$ cat src/hw/sesf_pkg.sv
// Constants and types for the sensor event stream framer
// Functional notes
// [RULE1] Each record opens with one identifier byte, then that type's payload bytes.
// [RULE2] Record length is fixed per identifier and counts the identifier byte.
// [RULE3] Quaternion bytes 1-8 carry X,Y,Z,W signed 16-bit, low byte first.
// [RULE4] Quaternion bytes 9-10 carry unsigned 16-bit accuracy, low byte first.
// [RULE5] Rotation vector without magnetic reference always reports zero accuracy.
// [RULE6] Orientation record carries heading, pitch, roll as signed 16-bit, low first.
// [RULE7] Vector record carries X,Y,Z signed 16-bit in bytes 1-6, low first.
// [RULE8] Activity record carries 16-bit change bitmap in bytes 1-2, low first.
// [RULE9] Bitmap bits 0-6 end, 8-14 start activities; bits 7 and 15 reserved.
// [RULE10] Scalar record carries 1 to 5 payload bytes, low byte first.
// [RULE11] Occurrence event record is its identifier byte alone.
// [RULE12] Time is never inside a sensor record; it travels in timestamp records.
// [RULE13] A timestamp applies to all following records until the next one.
// [RULE14] Time base is a 40-bit counter at 1/64000 s, zero at boot, wrapping.
// [RULE15] Timestamp kinds: full 40-bit, small 8-bit delta, large 16-bit delta.
// [RULE16] Identifier 255 is a filler byte that pads blocks to even length.
// [RULE17] Identifier 0 is a padding byte marking the end of a read.
// [RULE18] Reader advances by fixed lengths and tracks a running timestamp; the host model splits records at i_byte_last instead.
// [RULE19] Shortest timestamp kind whose delta fits is chosen, else a full one.
`default_nettype none
package sesf_pkg;

   // ------------------------------------------------------------
   // Timing
   // ------------------------------------------------------------
   localparam int unsigned CLK_PERIOD_PS = 5000;
   localparam int unsigned TS_TICK_NS = 15625;
   localparam int unsigned TS_TICK_CYC = (TS_TICK_NS * 1000) / CLK_PERIOD_PS;
   localparam int unsigned TS_W = 40;

   // ------------------------------------------------------------
   // Identifiers and lengths
   // ------------------------------------------------------------
   localparam logic [7:0] ID_TS_SMALL = 8'hfb;
   localparam logic [7:0] ID_TS_LARGE = 8'hfc;
   localparam logic [7:0] ID_TS_FULL = 8'hfd;
   localparam logic [7:0] ID_FILLER = 8'hff;
   localparam logic [7:0] ID_PADDING = 8'h00;

   localparam int unsigned REC_MAX_BYTES = 11;
   localparam logic [3:0] LEN_EVENT = 4'h1;
   localparam logic [3:0] LEN_QUAT = 4'hb;
   localparam logic [3:0] LEN_EULER = 4'h7;
   localparam logic [3:0] LEN_VEC3 = 4'h7;
   localparam logic [3:0] LEN_ACT = 4'h3;
   localparam logic [3:0] LEN_TS_SMALL = 4'h2;
   localparam logic [3:0] LEN_TS_LARGE = 4'h3;
   localparam logic [3:0] LEN_TS_FULL = 4'h6;
   localparam logic [2:0] SCALAR_MIN = 3'h1;
   localparam logic [2:0] SCALAR_MAX = 3'h5;
   localparam logic [15:0] ACT_RSV_MASK = 16'h7f7f;

   typedef enum logic [2:0] {
      FMT_EVENT = 3'b000,
      FMT_QUAT = 3'b001,
      FMT_EULER = 3'b010,
      FMT_VEC3 = 3'b011,
      FMT_ACT = 3'b100,
      FMT_SCALAR = 3'b101
   } sesf_fmt_t;

   function automatic logic [2:0] sesf_scalar_len(input logic [2:0] slen);
      if (slen < SCALAR_MIN) begin
         return SCALAR_MIN;
      end
      if (slen > SCALAR_MAX) begin
         return SCALAR_MAX;
      end
      return slen;
   endfunction

   function automatic logic [3:0] sesf_rec_len(input sesf_fmt_t fmt, input logic [2:0] slen);
      case (fmt)
         FMT_QUAT: return LEN_QUAT;
         FMT_EULER: return LEN_EULER;
         FMT_VEC3: return LEN_VEC3;
         FMT_ACT: return LEN_ACT;
         FMT_SCALAR: return {1'b0, sesf_scalar_len(slen)} + 4'h1;
         default: return LEN_EVENT;
      endcase
   endfunction

endpackage
`default_nettype wire

$ cat src/hw/sesf_framer.sv
// Sensor event stream framer: timestamps, record layout and stream delimiting
`timescale 1ns/1ps
`default_nettype none
module sesf_framer
   import sesf_pkg::*;
#(
   parameter int unsigned TICK_CYC = TS_TICK_CYC
) (
   input wire logic i_core_clk,
   input wire logic i_reset_n,
   input wire logic i_evt_valid,
   output logic o_evt_ready,
   input wire logic [7:0] i_evt_id,
   input wire logic [2:0] i_evt_fmt,
   input wire logic [2:0] i_evt_slen,
   input wire logic i_evt_no_acc,
   input wire logic [79:0] i_evt_data,
   input wire logic i_align_req,
   input wire logic i_pad_req,
   output logic o_ctl_ready,
   output logic o_byte_valid,
   output logic [7:0] o_byte_data,
   output logic o_byte_last,
   input wire logic i_byte_ready,
   output logic [TS_W-1:0] o_time
);

   localparam int unsigned RB = 8 * REC_MAX_BYTES;

   typedef enum logic [1:0] {
      ST_IDLE = 2'b00,
      ST_REC = 2'b01
   } sesf_state_t;

   sesf_state_t state_q;
   sesf_state_t state_d;
   logic [RB-1:0] rec_q;
   logic [3:0] rec_len_q;
   logic [TS_W-1:0] last_ts_q;
   logic had_ts_q;
   logic odd_q;
   logic [TS_W-1:0] now;
   logic ser_idle;
   logic [RB-1:0] rec_d;
   logic [RB-1:0] ts_bytes;
   logic [3:0] ts_len;
   logic [RB-1:0] ld_bytes;
   logic [3:0] ld_len;

   // ------------------------------------------------------------
   // Time base
   // ------------------------------------------------------------
   sesf_timebase #(
      .TICK_CYC(TICK_CYC)
   ) u_timebase (
      .i_core_clk(i_core_clk),
      .i_reset_n(i_reset_n),
      .o_tick(),
      .o_time(now)
   );

   // ------------------------------------------------------------
   // Handshakes and decode
   // ------------------------------------------------------------
   wire sesf_fmt_t fmt = sesf_fmt_t'(i_evt_fmt);
   wire logic evt_take = i_evt_valid && o_evt_ready;
   wire logic align_take = i_align_req && o_ctl_ready;
   wire logic pad_take = i_pad_req && !i_align_req && o_ctl_ready;
   wire logic fill_ld = align_take && odd_q;
   wire logic rec_ld = (state_q == ST_REC) && ser_idle;
   wire logic byte_fire = o_byte_valid && i_byte_ready;
   wire logic [TS_W-1:0] elapsed = now - last_ts_q;
   wire logic fits_small = (elapsed[TS_W-1:8] == '0);
   wire logic fits_large = (elapsed[TS_W-1:16] == '0);
   wire logic need_ts = !had_ts_q || (elapsed != '0);
   wire logic use_full = !had_ts_q || !fits_large;
   wire logic [15:0] acc_word = i_evt_no_acc ? 16'h0000 : i_evt_data[79:64];
   wire logic [15:0] act_word = i_evt_data[15:0] & ACT_RSV_MASK;
   wire logic ser_load = evt_take || rec_ld || fill_ld || pad_take;

   assign o_evt_ready = (state_q == ST_IDLE) && ser_idle;
   assign o_ctl_ready = (state_q == ST_IDLE) && ser_idle && !i_evt_valid;

   // ------------------------------------------------------------
   // Sensor record layout, identifier in the lowest byte
   // ------------------------------------------------------------
   // No time field exists in any layout below
   always_comb begin
      rec_d = '0;
      case (fmt)
         FMT_QUAT: rec_d = RB'({acc_word, i_evt_data[63:0], i_evt_id}); // RULE3 RULE4 RULE5
         FMT_EULER: rec_d = RB'({i_evt_data[47:0], i_evt_id}); // RULE6
         FMT_VEC3: rec_d = RB'({i_evt_data[47:0], i_evt_id}); // RULE7
         FMT_ACT: rec_d = RB'({act_word, i_evt_id}); // RULE8 RULE9
         FMT_SCALAR: rec_d = RB'({i_evt_data[39:0], i_evt_id}); // RULE10
         default: rec_d = RB'(i_evt_id); // RULE11
      endcase
   end // RULE12

   // ------------------------------------------------------------
   // Timestamp record, shortest kind that holds the delta
   // ------------------------------------------------------------
   always_comb begin
      if (use_full) begin
         ts_bytes = RB'({now, ID_TS_FULL}); // RULE15
         ts_len = LEN_TS_FULL;
      end else if (fits_small) begin
         ts_bytes = RB'({elapsed[7:0], ID_TS_SMALL}); // RULE19
         ts_len = LEN_TS_SMALL;
      end else begin
         ts_bytes = RB'({elapsed[15:0], ID_TS_LARGE}); // RULE19
         ts_len = LEN_TS_LARGE;
      end
   end

   // ------------------------------------------------------------
   // Serializer feed: timestamp first, then its record
   // ------------------------------------------------------------
   always_comb begin
      ld_bytes = RB'(ID_PADDING); // RULE17
      ld_len = LEN_EVENT;
      if (evt_take && need_ts) begin
         ld_bytes = ts_bytes; // RULE13
         ld_len = ts_len;
      end else if (evt_take) begin
         ld_bytes = rec_d; // RULE1
         ld_len = sesf_rec_len(fmt, i_evt_slen); // RULE2
      end else if (rec_ld) begin
         ld_bytes = rec_q;
         ld_len = rec_len_q;
      end else if (fill_ld) begin
         ld_bytes = RB'(ID_FILLER); // RULE16
      end
   end

   always_comb begin
      state_d = state_q;
      case (state_q)
         ST_IDLE: if (evt_take && need_ts) state_d = ST_REC;
         ST_REC: if (ser_idle) state_d = ST_IDLE;
         default: state_d = ST_IDLE;
      endcase
   end

   always_ff @(posedge i_core_clk) begin
      if (!i_reset_n) begin
         state_q <= ST_IDLE;
         rec_q <= '0;
         rec_len_q <= LEN_EVENT;
         last_ts_q <= '0;
         had_ts_q <= 1'b0;
         odd_q <= 1'b0;
      end else begin
         state_q <= state_d;
         if (evt_take) begin
            rec_q <= rec_d;
            rec_len_q <= sesf_rec_len(fmt, i_evt_slen);
         end
         if (evt_take && need_ts) begin
            last_ts_q <= now; // RULE13
            had_ts_q <= 1'b1;
         end
         if (byte_fire) begin
            odd_q <= !odd_q; // RULE16
         end
      end
   end

   sesf_byte_ser #(
      .MAX_BYTES(REC_MAX_BYTES)
   ) u_ser (
      .i_core_clk(i_core_clk),
      .i_reset_n(i_reset_n),
      .i_load(ser_load),
      .i_bytes(ld_bytes),
      .i_len(ld_len),
      .o_idle(ser_idle),
      .o_valid(o_byte_valid),
      .o_data(o_byte_data),
      .o_last(o_byte_last),
      .i_ready(i_byte_ready)
   );

   assign o_time = now;

   // ------------------------------------------------------------
   // Checks
   // ------------------------------------------------------------
   logic [3:0] cnt_h;
   logic [3:0] len_h;

   always_ff @(posedge i_core_clk) begin
      if (!i_reset_n) begin
         cnt_h <= '0;
         len_h <= '0;
      end else if (ser_load && ser_idle) begin
         cnt_h <= '0;
         len_h <= ld_len;
      end else if (byte_fire) begin
         cnt_h <= cnt_h + 4'h1;
      end
   end

   property p_len_fixed;
      @(posedge i_core_clk) disable iff (!i_reset_n)
      byte_fire && o_byte_last |-> cnt_h + 4'h1 == len_h;
   endproperty
   a_len_fixed: assert property (p_len_fixed) else $error("record length wrong"); // RULE2

   property p_id_first;
      @(posedge i_core_clk) disable iff (!i_reset_n)
      evt_take && had_ts_q && elapsed == '0 |=> o_byte_valid && o_byte_data == $past(i_evt_id);
   endproperty
   a_id_first: assert property (p_id_first) else $error("record not led by id"); // RULE1

   property p_acc_zero;
      @(posedge i_core_clk) disable iff (!i_reset_n)
      evt_take && fmt == FMT_QUAT && i_evt_no_acc |=> rec_q[87:72] == 16'h0000;
   endproperty
   a_acc_zero: assert property (p_acc_zero) else $error("accuracy not zero"); // RULE5

   property p_act_rsv;
      @(posedge i_core_clk) disable iff (!i_reset_n)
      evt_take && fmt == FMT_ACT |=> !rec_q[15] && !rec_q[23] && rec_len_q == LEN_ACT;
   endproperty
   a_act_rsv: assert property (p_act_rsv) else $error("reserved activity bit set"); // RULE9

   property p_first_full;
      @(posedge i_core_clk) disable iff (!i_reset_n)
      evt_take && !had_ts_q |=> o_byte_data == ID_TS_FULL ##0 state_q == ST_REC;
   endproperty
   a_first_full: assert property (p_first_full) else $error("first stamp not full"); // RULE15

   property p_small_delta;
      @(posedge i_core_clk) disable iff (!i_reset_n)
      evt_take && had_ts_q && elapsed != '0 && fits_small
         |=> o_byte_data == ID_TS_SMALL ##1 o_byte_valid;
   endproperty
   a_small_delta: assert property (p_small_delta) else $error("small delta not chosen"); // RULE19

   property p_filler;
      @(posedge i_core_clk) disable iff (!i_reset_n)
      align_take && odd_q |=> o_byte_valid && o_byte_data == ID_FILLER && o_byte_last;
   endproperty
   a_filler: assert property (p_filler) else $error("filler missing"); // RULE16

   property p_pad;
      @(posedge i_core_clk) disable iff (!i_reset_n)
      pad_take |=> o_byte_valid && o_byte_data == ID_PADDING && o_byte_last;
   endproperty
   a_pad: assert property (p_pad) else $error("padding missing"); // RULE17

   // ------------------------------------------------------------
   // Stream ordering checks
   // ------------------------------------------------------------
   property p_large_delta;
      @(posedge i_core_clk) disable iff (!i_reset_n)
      evt_take && had_ts_q && !fits_small && fits_large |=> o_byte_data == ID_TS_LARGE;
   endproperty
   a_large_delta: assert property (p_large_delta) else $error("large delta missing"); // RULE19

   property p_stamp_base;
      @(posedge i_core_clk) disable iff (!i_reset_n)
      evt_take && need_ts |=> had_ts_q && last_ts_q == $past(now);
   endproperty
   a_stamp_base: assert property (p_stamp_base) else $error("stamp base not kept"); // RULE13

   property p_rec_follow;
      @(posedge i_core_clk) disable iff (!i_reset_n)
      rec_ld |=> o_byte_valid && o_byte_data == $past(rec_q[7:0]);
   endproperty
   a_rec_follow: assert property (p_rec_follow) else $error("record lost after stamp"); // RULE13

   property p_hold_stall;
      @(posedge i_core_clk) disable iff (!i_reset_n)
      o_byte_valid && !i_byte_ready
         |=> o_byte_valid && $stable(o_byte_data) && $stable(o_byte_last);
   endproperty
   a_hold_stall: assert property (p_hold_stall) else $error("stalled byte moved"); // RULE2

   property p_no_mix;
      @(posedge i_core_clk) disable iff (!i_reset_n)
      o_byte_valid |-> !o_evt_ready && !o_ctl_ready;
   endproperty
   a_no_mix: assert property (p_no_mix) else $error("request taken mid record"); // RULE1

   property p_ready_after;
      @(posedge i_core_clk) disable iff (!i_reset_n)
      byte_fire && o_byte_last && state_q == ST_IDLE |=> o_evt_ready;
   endproperty
   a_ready_after: assert property (p_ready_after) else $error("ready late after record"); // RULE2

   property p_even_no_fill;
      @(posedge i_core_clk) disable iff (!i_reset_n)
      align_take && !odd_q |=> !o_byte_valid;
   endproperty
   a_even_no_fill: assert property (p_even_no_fill) else $error("filler on even count"); // RULE16

   c_quat: cover property (@(posedge i_core_clk) evt_take && fmt == FMT_QUAT);
   c_large: cover property (@(posedge i_core_clk) evt_take && had_ts_q && !fits_small
      && fits_large);
   c_full_again: cover property (@(posedge i_core_clk) evt_take && had_ts_q && !fits_large);
   c_filler: cover property (@(posedge i_core_clk) align_take && odd_q);
   c_pad: cover property (@(posedge i_core_clk) pad_take);

endmodule
`default_nettype wire

$ cat src/hw/sesf_timebase.sv
// Event time base: 64 kHz tick divider and 40-bit time counter
`timescale 1ns/1ps
`default_nettype none
module sesf_timebase
   import sesf_pkg::*;
#(
   parameter int unsigned TICK_CYC = TS_TICK_CYC
) (
   input wire logic i_core_clk,
   input wire logic i_reset_n,
   output logic o_tick,
   output logic [TS_W-1:0] o_time
);

   localparam int unsigned DIV_W = $clog2(TICK_CYC + 1);

   logic [DIV_W-1:0] div_q;
   logic [TS_W-1:0] time_q;
   wire logic tick = (div_q == DIV_W'(TICK_CYC - 1));

   // ------------------------------------------------------------
   // Divider and counter
   // ------------------------------------------------------------
   always_ff @(posedge i_core_clk) begin
      if (!i_reset_n) begin
         div_q <= '0;
         time_q <= '0;
      end else begin
         div_q <= tick ? '0 : div_q + DIV_W'(1);
         if (tick) begin
            time_q <= time_q + TS_W'(1); // RULE14
         end
      end
   end

   assign o_tick = tick;
   assign o_time = time_q;

   property p_time_step;
      @(posedge i_core_clk) disable iff (!i_reset_n)
      o_tick |=> o_time == $past(o_time) + TS_W'(1);
   endproperty
   a_time_step: assert property (p_time_step) else $error("time base did not step"); // RULE14

endmodule
`default_nettype wire

$ cat src/hw/sesf_byte_ser.sv
// Record serializer: loads one record and shifts it out byte by byte
`timescale 1ns/1ps
`default_nettype none
module sesf_byte_ser
#(
   parameter int unsigned MAX_BYTES = 11
) (
   input wire logic i_core_clk,
   input wire logic i_reset_n,
   input wire logic i_load,
   input wire logic [8*MAX_BYTES-1:0] i_bytes,
   input wire logic [$clog2(MAX_BYTES+1)-1:0] i_len,
   output logic o_idle,
   output logic o_valid,
   output logic [7:0] o_data,
   output logic o_last,
   input wire logic i_ready
);

   localparam int unsigned CNT_W = $clog2(MAX_BYTES + 1);

   logic [8*MAX_BYTES-1:0] buf_q;
   logic [CNT_W-1:0] cnt_q;
   wire logic fire = o_valid && i_ready;

   // ------------------------------------------------------------
   // Shift register, lowest byte leaves first
   // ------------------------------------------------------------
   always_ff @(posedge i_core_clk) begin
      if (!i_reset_n) begin
         buf_q <= '0;
         cnt_q <= '0;
      end else if (i_load && o_idle) begin
         buf_q <= i_bytes;
         cnt_q <= i_len;
      end else if (fire) begin
         buf_q <= buf_q >> 8;
         cnt_q <= cnt_q - CNT_W'(1);
      end
   end

   assign o_idle = (cnt_q == '0);
   assign o_valid = !o_idle;
   assign o_data = buf_q[7:0];
   assign o_last = (cnt_q == CNT_W'(1));

endmodule
`default_nettype wire

$ cat config.mk
export PLATFORM = sky130hd
export DESIGN_NAME = sesf_framer
export DESIGN_NICKNAME = d
export VERILOG_FILES = /design/src/hw/sesf_pkg.sv /design/src/hw/sesf_framer.sv /design/src/hw/sesf_timebase.sv /design/src/hw/sesf_byte_ser.sv
export SDC_FILE = /design/constraint.sdc
export NUM_CORES = 1
export LEC_CHECK = 0
export BUFFER_PORTS_ARGS = -buffer_cell sky130_fd_sc_hd__buf_2
export CORE_ASPECT_RATIO = 1.25
export CORE_MARGIN = 3
export CORE_UTILIZATION = 60
export CTS_CLUSTER_SIZE = 12
export DETAILED_ROUTE_END_ITERATION = 6
export PLACE_DENSITY = 0.81
export SETUP_SLACK_MARGIN = 0.4
export SYNTH_ARGS = -nofsm -noshare
export SYNTH_HDL_FRONTEND = slang
export SYNTH_SLANG_ARGS = --single-unit
$ cat constraint.sdc
create_clock -name i_core_clk -period 4.2 [get_ports i_core_clk]
set_input_delay 0.84 -clock i_core_clk [delete_from_list [all_inputs] [get_ports i_core_clk]]
set_output_delay 0.84 -clock i_core_clk [all_outputs]
set_load 0.01 [all_outputs]
Word level (Yosys, flattened, before mapping):

Cells that the tools add are included.

* register bits after elaboration: 280
* latch bits: 0
* bits in writable memories: 0
* bits in read-only memories: 0
* input port bits: 101
* output and inout bits: 52
* logic and storage cells: 108
* memories kept: 0

* add/sub/neg operators: 6
* multiply operators: 0
* div/mod/pow operators: 0
* order comparisons: 2
* equality and inequality tests: 10
* shifts and indexed selects: 0
* muxes and demuxes: 48
* bitwise logic cells: 1
* reductions and logical operators: 31

Operators with widths (number)
* $mux W88: 5
* $pmux W88 S4: 1
* $mux W48: 1
* $add A40 B1 Y40 const B: 1
* $reduce_bool A40 Y1: 1
* $sub A40 B40 Y40: 1
* $mux W3: 13
* $logic_not A32 Y1: 1
* $pmux W4 S4: 2
* $logic_not A24 Y1: 1
* $mux W24: 1
* $mux W4: 5
* $mux W16: 1
* $mux W1: 15
* $add A12 B1 Y12 const B: 1
* $eq A12 B12 Y1 const B: 1
* $logic_and A1 B1 Y1: 11
* $add A3 B1 Y4 const B: 2
* $mux W8: 1
* $eq A3 B2 Y1 const B: 2
* $eq A3 B3 Y1 const B: 2
* $logic_not A1 Y1: 6
* $logic_or A1 B1 Y1: 5
* $eq A4 B1 Y1 const B: 1
* 15 further kinds: 17

Longest topological paths before layout:

* depth in word-level cells: 19
* depth in mapped cells: 17
* mapped depth without buffers: 14

Modules after synthesis:

From an unflattened synthesis, not the netlist that was laid out.

* cells, all modules: 2139
* area total of the unflattened synthesis: 16998.8 µm²

Modules (own cells, without submodules)
* sesf_framer: instances 1, cells an instance 1321, area an instance 9978.3 µm², sequential area each 2702.6 µm²
* sesf_byte_ser: instances 1, cells an instance 495, area an instance 4144.0 µm², sequential area each 1841.8 µm²
* sesf_timebase: instances 1, cells an instance 323, area an instance 2876.5 µm², sequential area each 1041.0 µm²

Worst setup path after synthesis:

No wires, ideal clock.

* kind: reg2reg
* from: register u_timebase.time_q[0] (netlist: u_timebase.o_time[0])
* to: register u_ser.buf_q[16]
* setup time: 0.138 ns
* data arrival time: 3.808 ns
* required time: 4.062 ns
* setup slack: 0.254 ns
* stages on the path, launching flop included: 18
* buffers on the path: 3
* period minus slack after synthesis: 3.946 ns
* cell sequence: dfxtp_1 -> inv_1 -> ha_1 -> fa_1 -> nand2b_1 -> a21oi_1 -> o211ai_2 -> a21boi_1 -> o21ai_0 -> a211oi_1 -> nand4bb_1 -> or4_1 -> buf_2 -> or3_1 -> buf_6 -> buf_6 -> a21oi_2 -> a311oi_2

* cells in the longest elaborated chain, start to end: 7
* elaborated cells on any way between the ends: 12
* those cells by class: 1 x add/sub; 4 x mux; 7 x reduce/logical

RTL lines
* start: declaration: RTL line sesf_timebase.sv:18 `logic [TS_W-1:0] time_q;`
* start signal: assignment: RTL line sesf_timebase.sv:31 `time_q <= time_q + TS_W'(1);`
* $sub A40 B40 Y40 (*): RTL line sesf_framer.sv:72 `wire logic [TS_W-1:0] elapsed = now - last_ts_q;`
* $logic_not A24 Y1: RTL line sesf_framer.sv:74 `wire logic fits_large = (elapsed[TS_W-1:16] == '0);`
* $logic_not A1 Y1: RTL line sesf_framer.sv:76 `wire logic use_full = !had_ts_q || !fits_large;`
* $logic_or A1 B1 Y1: RTL line sesf_framer.sv:76
* $mux W48: RTL line sesf_framer.sv:104 `if (use_full) begin`
* $mux W88 (*): RTL line sesf_framer.sv:122 `if (evt_take && need_ts) begin`
* $mux W88 (*): RTL line sesf_byte_ser.sv:33 `end else if (i_load && o_idle) begin`
* end signal: assignment: RTL line sesf_byte_ser.sv:34 `buf_q <= i_bytes;`
* end signal: assignment: RTL line sesf_byte_ser.sv:37 `buf_q <= buf_q >> 8;`
* end: declaration: RTL line sesf_byte_ser.sv:22 `logic [8*MAX_BYTES-1:0] buf_q;`

Every way passes the cells marked *; elsewhere a longest branch is shown, timed or not.
A chain may end at the register's enable or synchronous reset.

Worst setup path in the final report:

* from: register u_timebase.time_q[1] (netlist: u_timebase.o_time[1])
* to: register u_ser.buf_q[66]

* cells in the longest elaborated chain, start to end: 6

RTL lines
* $sub A40 B40 Y40: RTL line sesf_framer.sv:72
* $reduce_bool A40 Y1: RTL line sesf_framer.sv:75 `wire logic need_ts = !had_ts_q || (elapsed != '0);`
* $logic_or A1 B1 Y1: RTL line sesf_framer.sv:75
* $logic_and A1 B1 Y1: RTL line sesf_framer.sv:122
* $mux W88: RTL line sesf_framer.sv:122
* $mux W88: RTL line sesf_byte_ser.sv:33

Every way passes these cells.

==> impl_results.md <==
- Crit path kind: flop to flop
- Final Max Slew Viols: 0
- Place WS: -0.0136 ns
- Max Cap Viol: 0
- Most frequent cell after synthesis: nand2_1
- Rel. slew slack: between 40% and 50%
- DRC viols: 0
- Synth Warn #: 0
- RSZ-0062 raised after global routing: yes
- DP HPWL: ~37,000 um
- Vias in the first global route: 15,900
- Tmin final: 4.02 ns
- GP Congestion: 0.986
- Worst Setup Start Kind: flop
- Initial drt markers: 1,601
- Static Leak: 7.94 nW
- Worst setup path end: u_ser.buf_q[66]$_SDFFE_PN0P_
- Clk sinks: 279
- Crit-path max FO: 7
- Yosys reg bits: 279
- Fraction of layout cells with a size suffix above 1: about a quarter
- Layout Nets: 2,373
- FF-to-FF setup slack: 0.18 ns
- Post-Syn Area: 15,700 um^2
- Synth Net Count: 2,161
- Worst skew pair latency: around 0.55 ns
- Syn Inst Count: 2,014
- CTS buffer count: 29
- Pwr Density: slightly below 500 nW/um^2
- Pin count of the biggest net entering global routing: 98
- CTS clk-pin slew, worst paths: 0.06 ns
- Required time of the critical path: 4.66 ns
- P&R area growth vs syn: 26.5%
- Worst-margin pin slew: roughly 0.9 ns
- CTS tree: done
- Fmax: 249 MHz
- Post-DR wirelength/cell: about 22 um
- First-pass DRT Iterations: 6
- Die span in y: between 150 and 200 um
- Crit path capture type: flop
- R2R cell count: 17
- Asr flop ratio synth: 0%
- Vias/cell: ~6.5
- Max IR drop VDD: 0.000700 V
- Reg2reg end: u_ser.buf_q[66]$_SDFFE_PN0P_
- Max Clock Skew: ~0.014 ns
- Clock buffer depth: 3
- Die area: about 28,000 um^2
- CTS root buf: clkbuf_16
- Post-synth EDFFs: 0
- Tcrit/Tclk final: 95.7%
- Antenna violations before repair: 2
- Total GRT Usage: 37.1%
- CP startpoint: u_timebase.o_time[1]$_SDFFE_PN0P_
- Avg Cell Area, Syn: approximately 8 um^2
- H-tree levels: 1
- First-pass GRT wire length: between 80,000 and 90,000 um
- CP arrival: 4.48 ns
- Antenna viol nets, final: 0
- DR vias: 16,800
- Top cells by count, synth: nand2_1 (287), dfxtp_1 (279), a21oi_1 (180)
- Rows: 65
- Total grt overflow: 0
- Post-route setup slack: 0.182 ns
- Status: complete, no violations
- Setup TNS after final layout: 0 ns
- CORE AREA: 25,500 um^2
- Yosys top cell by area: dfxtp_1
- Top post-synthesis cells by area: dfxtp_1 (36%), nand2_1 (6.9%), a21oi_1 (5.7%)
- Seq/Total Area, Yosys: 35.6%
- Die Span X: 151 um
- Final hold viol count: 0
- Ports: 153
- Synth top area share: 35.6%
- Starting Density: 61.5%
- Hold Crit Class: flop to flop
- Port bufs: 152
- Netlist cell types: between 80 and 90
- R2R Path Start: u_timebase.o_time[1]$_SDFFE_PN0P_
- Drt total wl: 56,700 um
- Finish-stage setup viols: 0
- Main flop type after synthesis: dfxtp_1
==> placed cells by master (no fill, tap or decap), types with 18 or more instances in the layout <==
cell type,instances
a211oi_1,30
a21oi_1,155
a21oi_2,29
a22oi_1,117
and3_1,20
buf_2,152
buf_4,142
clkbuf_16,33
dfxtp_1,264
ha_4,18
inv_1,53
mux2i_1,43
nand2_1,280
nand3_1,86
nand4_1,33
nor2_1,167
nor3_1,37
o21ai_0,100
o22ai_1,26
xnor2_1,22
xor2_1,43
==> where the power goes <==
part           switching [mW]  internal (mW)
registers               0.195           2.96
clock network            1.04           1.45
logic                    2.55           1.50
total                    3.79           5.91
==> stage by stage <==
| step | total power [mW] | utilization, % | cell area, um^2 | hold WS, ns | instances |
|---|---|---|---|---|---|
| after floorplan | 5.55 | - | 15700 | 0.424 | 2014 |
| after global placement | 6.38 | 67.4 | 17200 | 0.435 | 2464 |
| after detailed placement | 6.47 | 67.4 | 17200 | 0.447 | 2464 |
| after CTS | 9.31 | 75.7 | 19300 | 0.454 | 2549 |
| after global routing | 10.1 | 77.8 | 19900 | 0.478 | 2576 |
| final | 9.69 | 77.8 | 19900 | 0.455 | 2576 |
==> sequential cells by signal (all words and copies together), names as in the netlist <==
| name | count |
|---|---|
| u_ser.buf_q | 88 |
| rec_len_q | 4 |
| u_ser.cnt_q | 4 |
| odd_q | 1 |
| rec_q | 88 |
| state_q | 1 |
| last_ts_q | 40 |
| had_ts_q | 1 |
| u_timebase.o_time | 40 |
| u_timebase.div_q | 12 |
==> timing repair <==
item                                    in CTS  in global routing
cloned                                      10                  5
setup buffers                               30                 21
endpoints found under the setup margin     129                133
hold buffers                                 0                  0
hold endpoints to repair                     0                  0
pin swaps                                   58                 30
resized for setup                          144                 83
==> routing by layer <==
layer | wire (um) | part of all wire [%] | global-route usage [%]
met1 | 21300 | 38 | 46.6
met2 | 27400 | 48 | 63.0
met3 | 4640 | 8.2 | 5.16
met4 | 3340 | 5.9 | 16.6
met5 | 13 | 0.023 | 0
==> worst min path at each step <==
stage,depth (start not counted),end,startpoint
after global placement,2,u_ser.buf_q[81]$_SDFFE_PN0P_,u_ser.buf_q[81]$_SDFFE_PN0P_
after floorplan,2,u_ser.buf_q[87]$_SDFFE_PN0P_,u_ser.buf_q[87]$_SDFFE_PN0P_
final,2,rec_q[44]$_SDFFE_PN0P_,rec_q[44]$_SDFFE_PN0P_
after CTS,2,rec_q[32]$_SDFFE_PN0P_,rec_q[32]$_SDFFE_PN0P_
after global routing,2,rec_q[0]$_SDFFE_PN0P_,rec_q[0]$_SDFFE_PN0P_
after detailed placement,2,rec_q[32]$_SDFFE_PN0P_,rec_q[32]$_SDFFE_PN0P_
==> logic make-up after synthesis <==
kind of cell / synth area share, %
flops: 35.6
compound gates: 26.8
fa+ha+maj: 3.71
mux: 2.97
simple gates: 21.2
xor+xnor: 3.74
buf+inv: 6.05
==> critical path: stages (launching register included) <==
cell	delay, ns
dfxtp_2	0.40
inv_1	0.11
fa_2	0.41
nand2b_4	0.17
a21oi_4	0.20
buf_6	0.14
nor2_1	0.05
o21ai_1	0.18
xor2_1	0.14
or4bb_1	0.53
nand4b_1	0.31
buf_12	0.21
nor3_4	0.23
buf_12	0.15
o211ai_4	0.15
buf_12	0.22
clkbuf_16	0.16
o22ai_1	0.16
==> cell type report <==
class,instances,area [um^2]
diodes,1,2.50
flip-flops and latches,279,5600
repair buffers,337,2670
fillers,1782,5660
clock inverters,3,68.8
multi-input cells,1520,10100
inverters,59,226
clock buffers,42,815
well taps,335,419
Note: power is estimated with default switching activity, not from simulation.
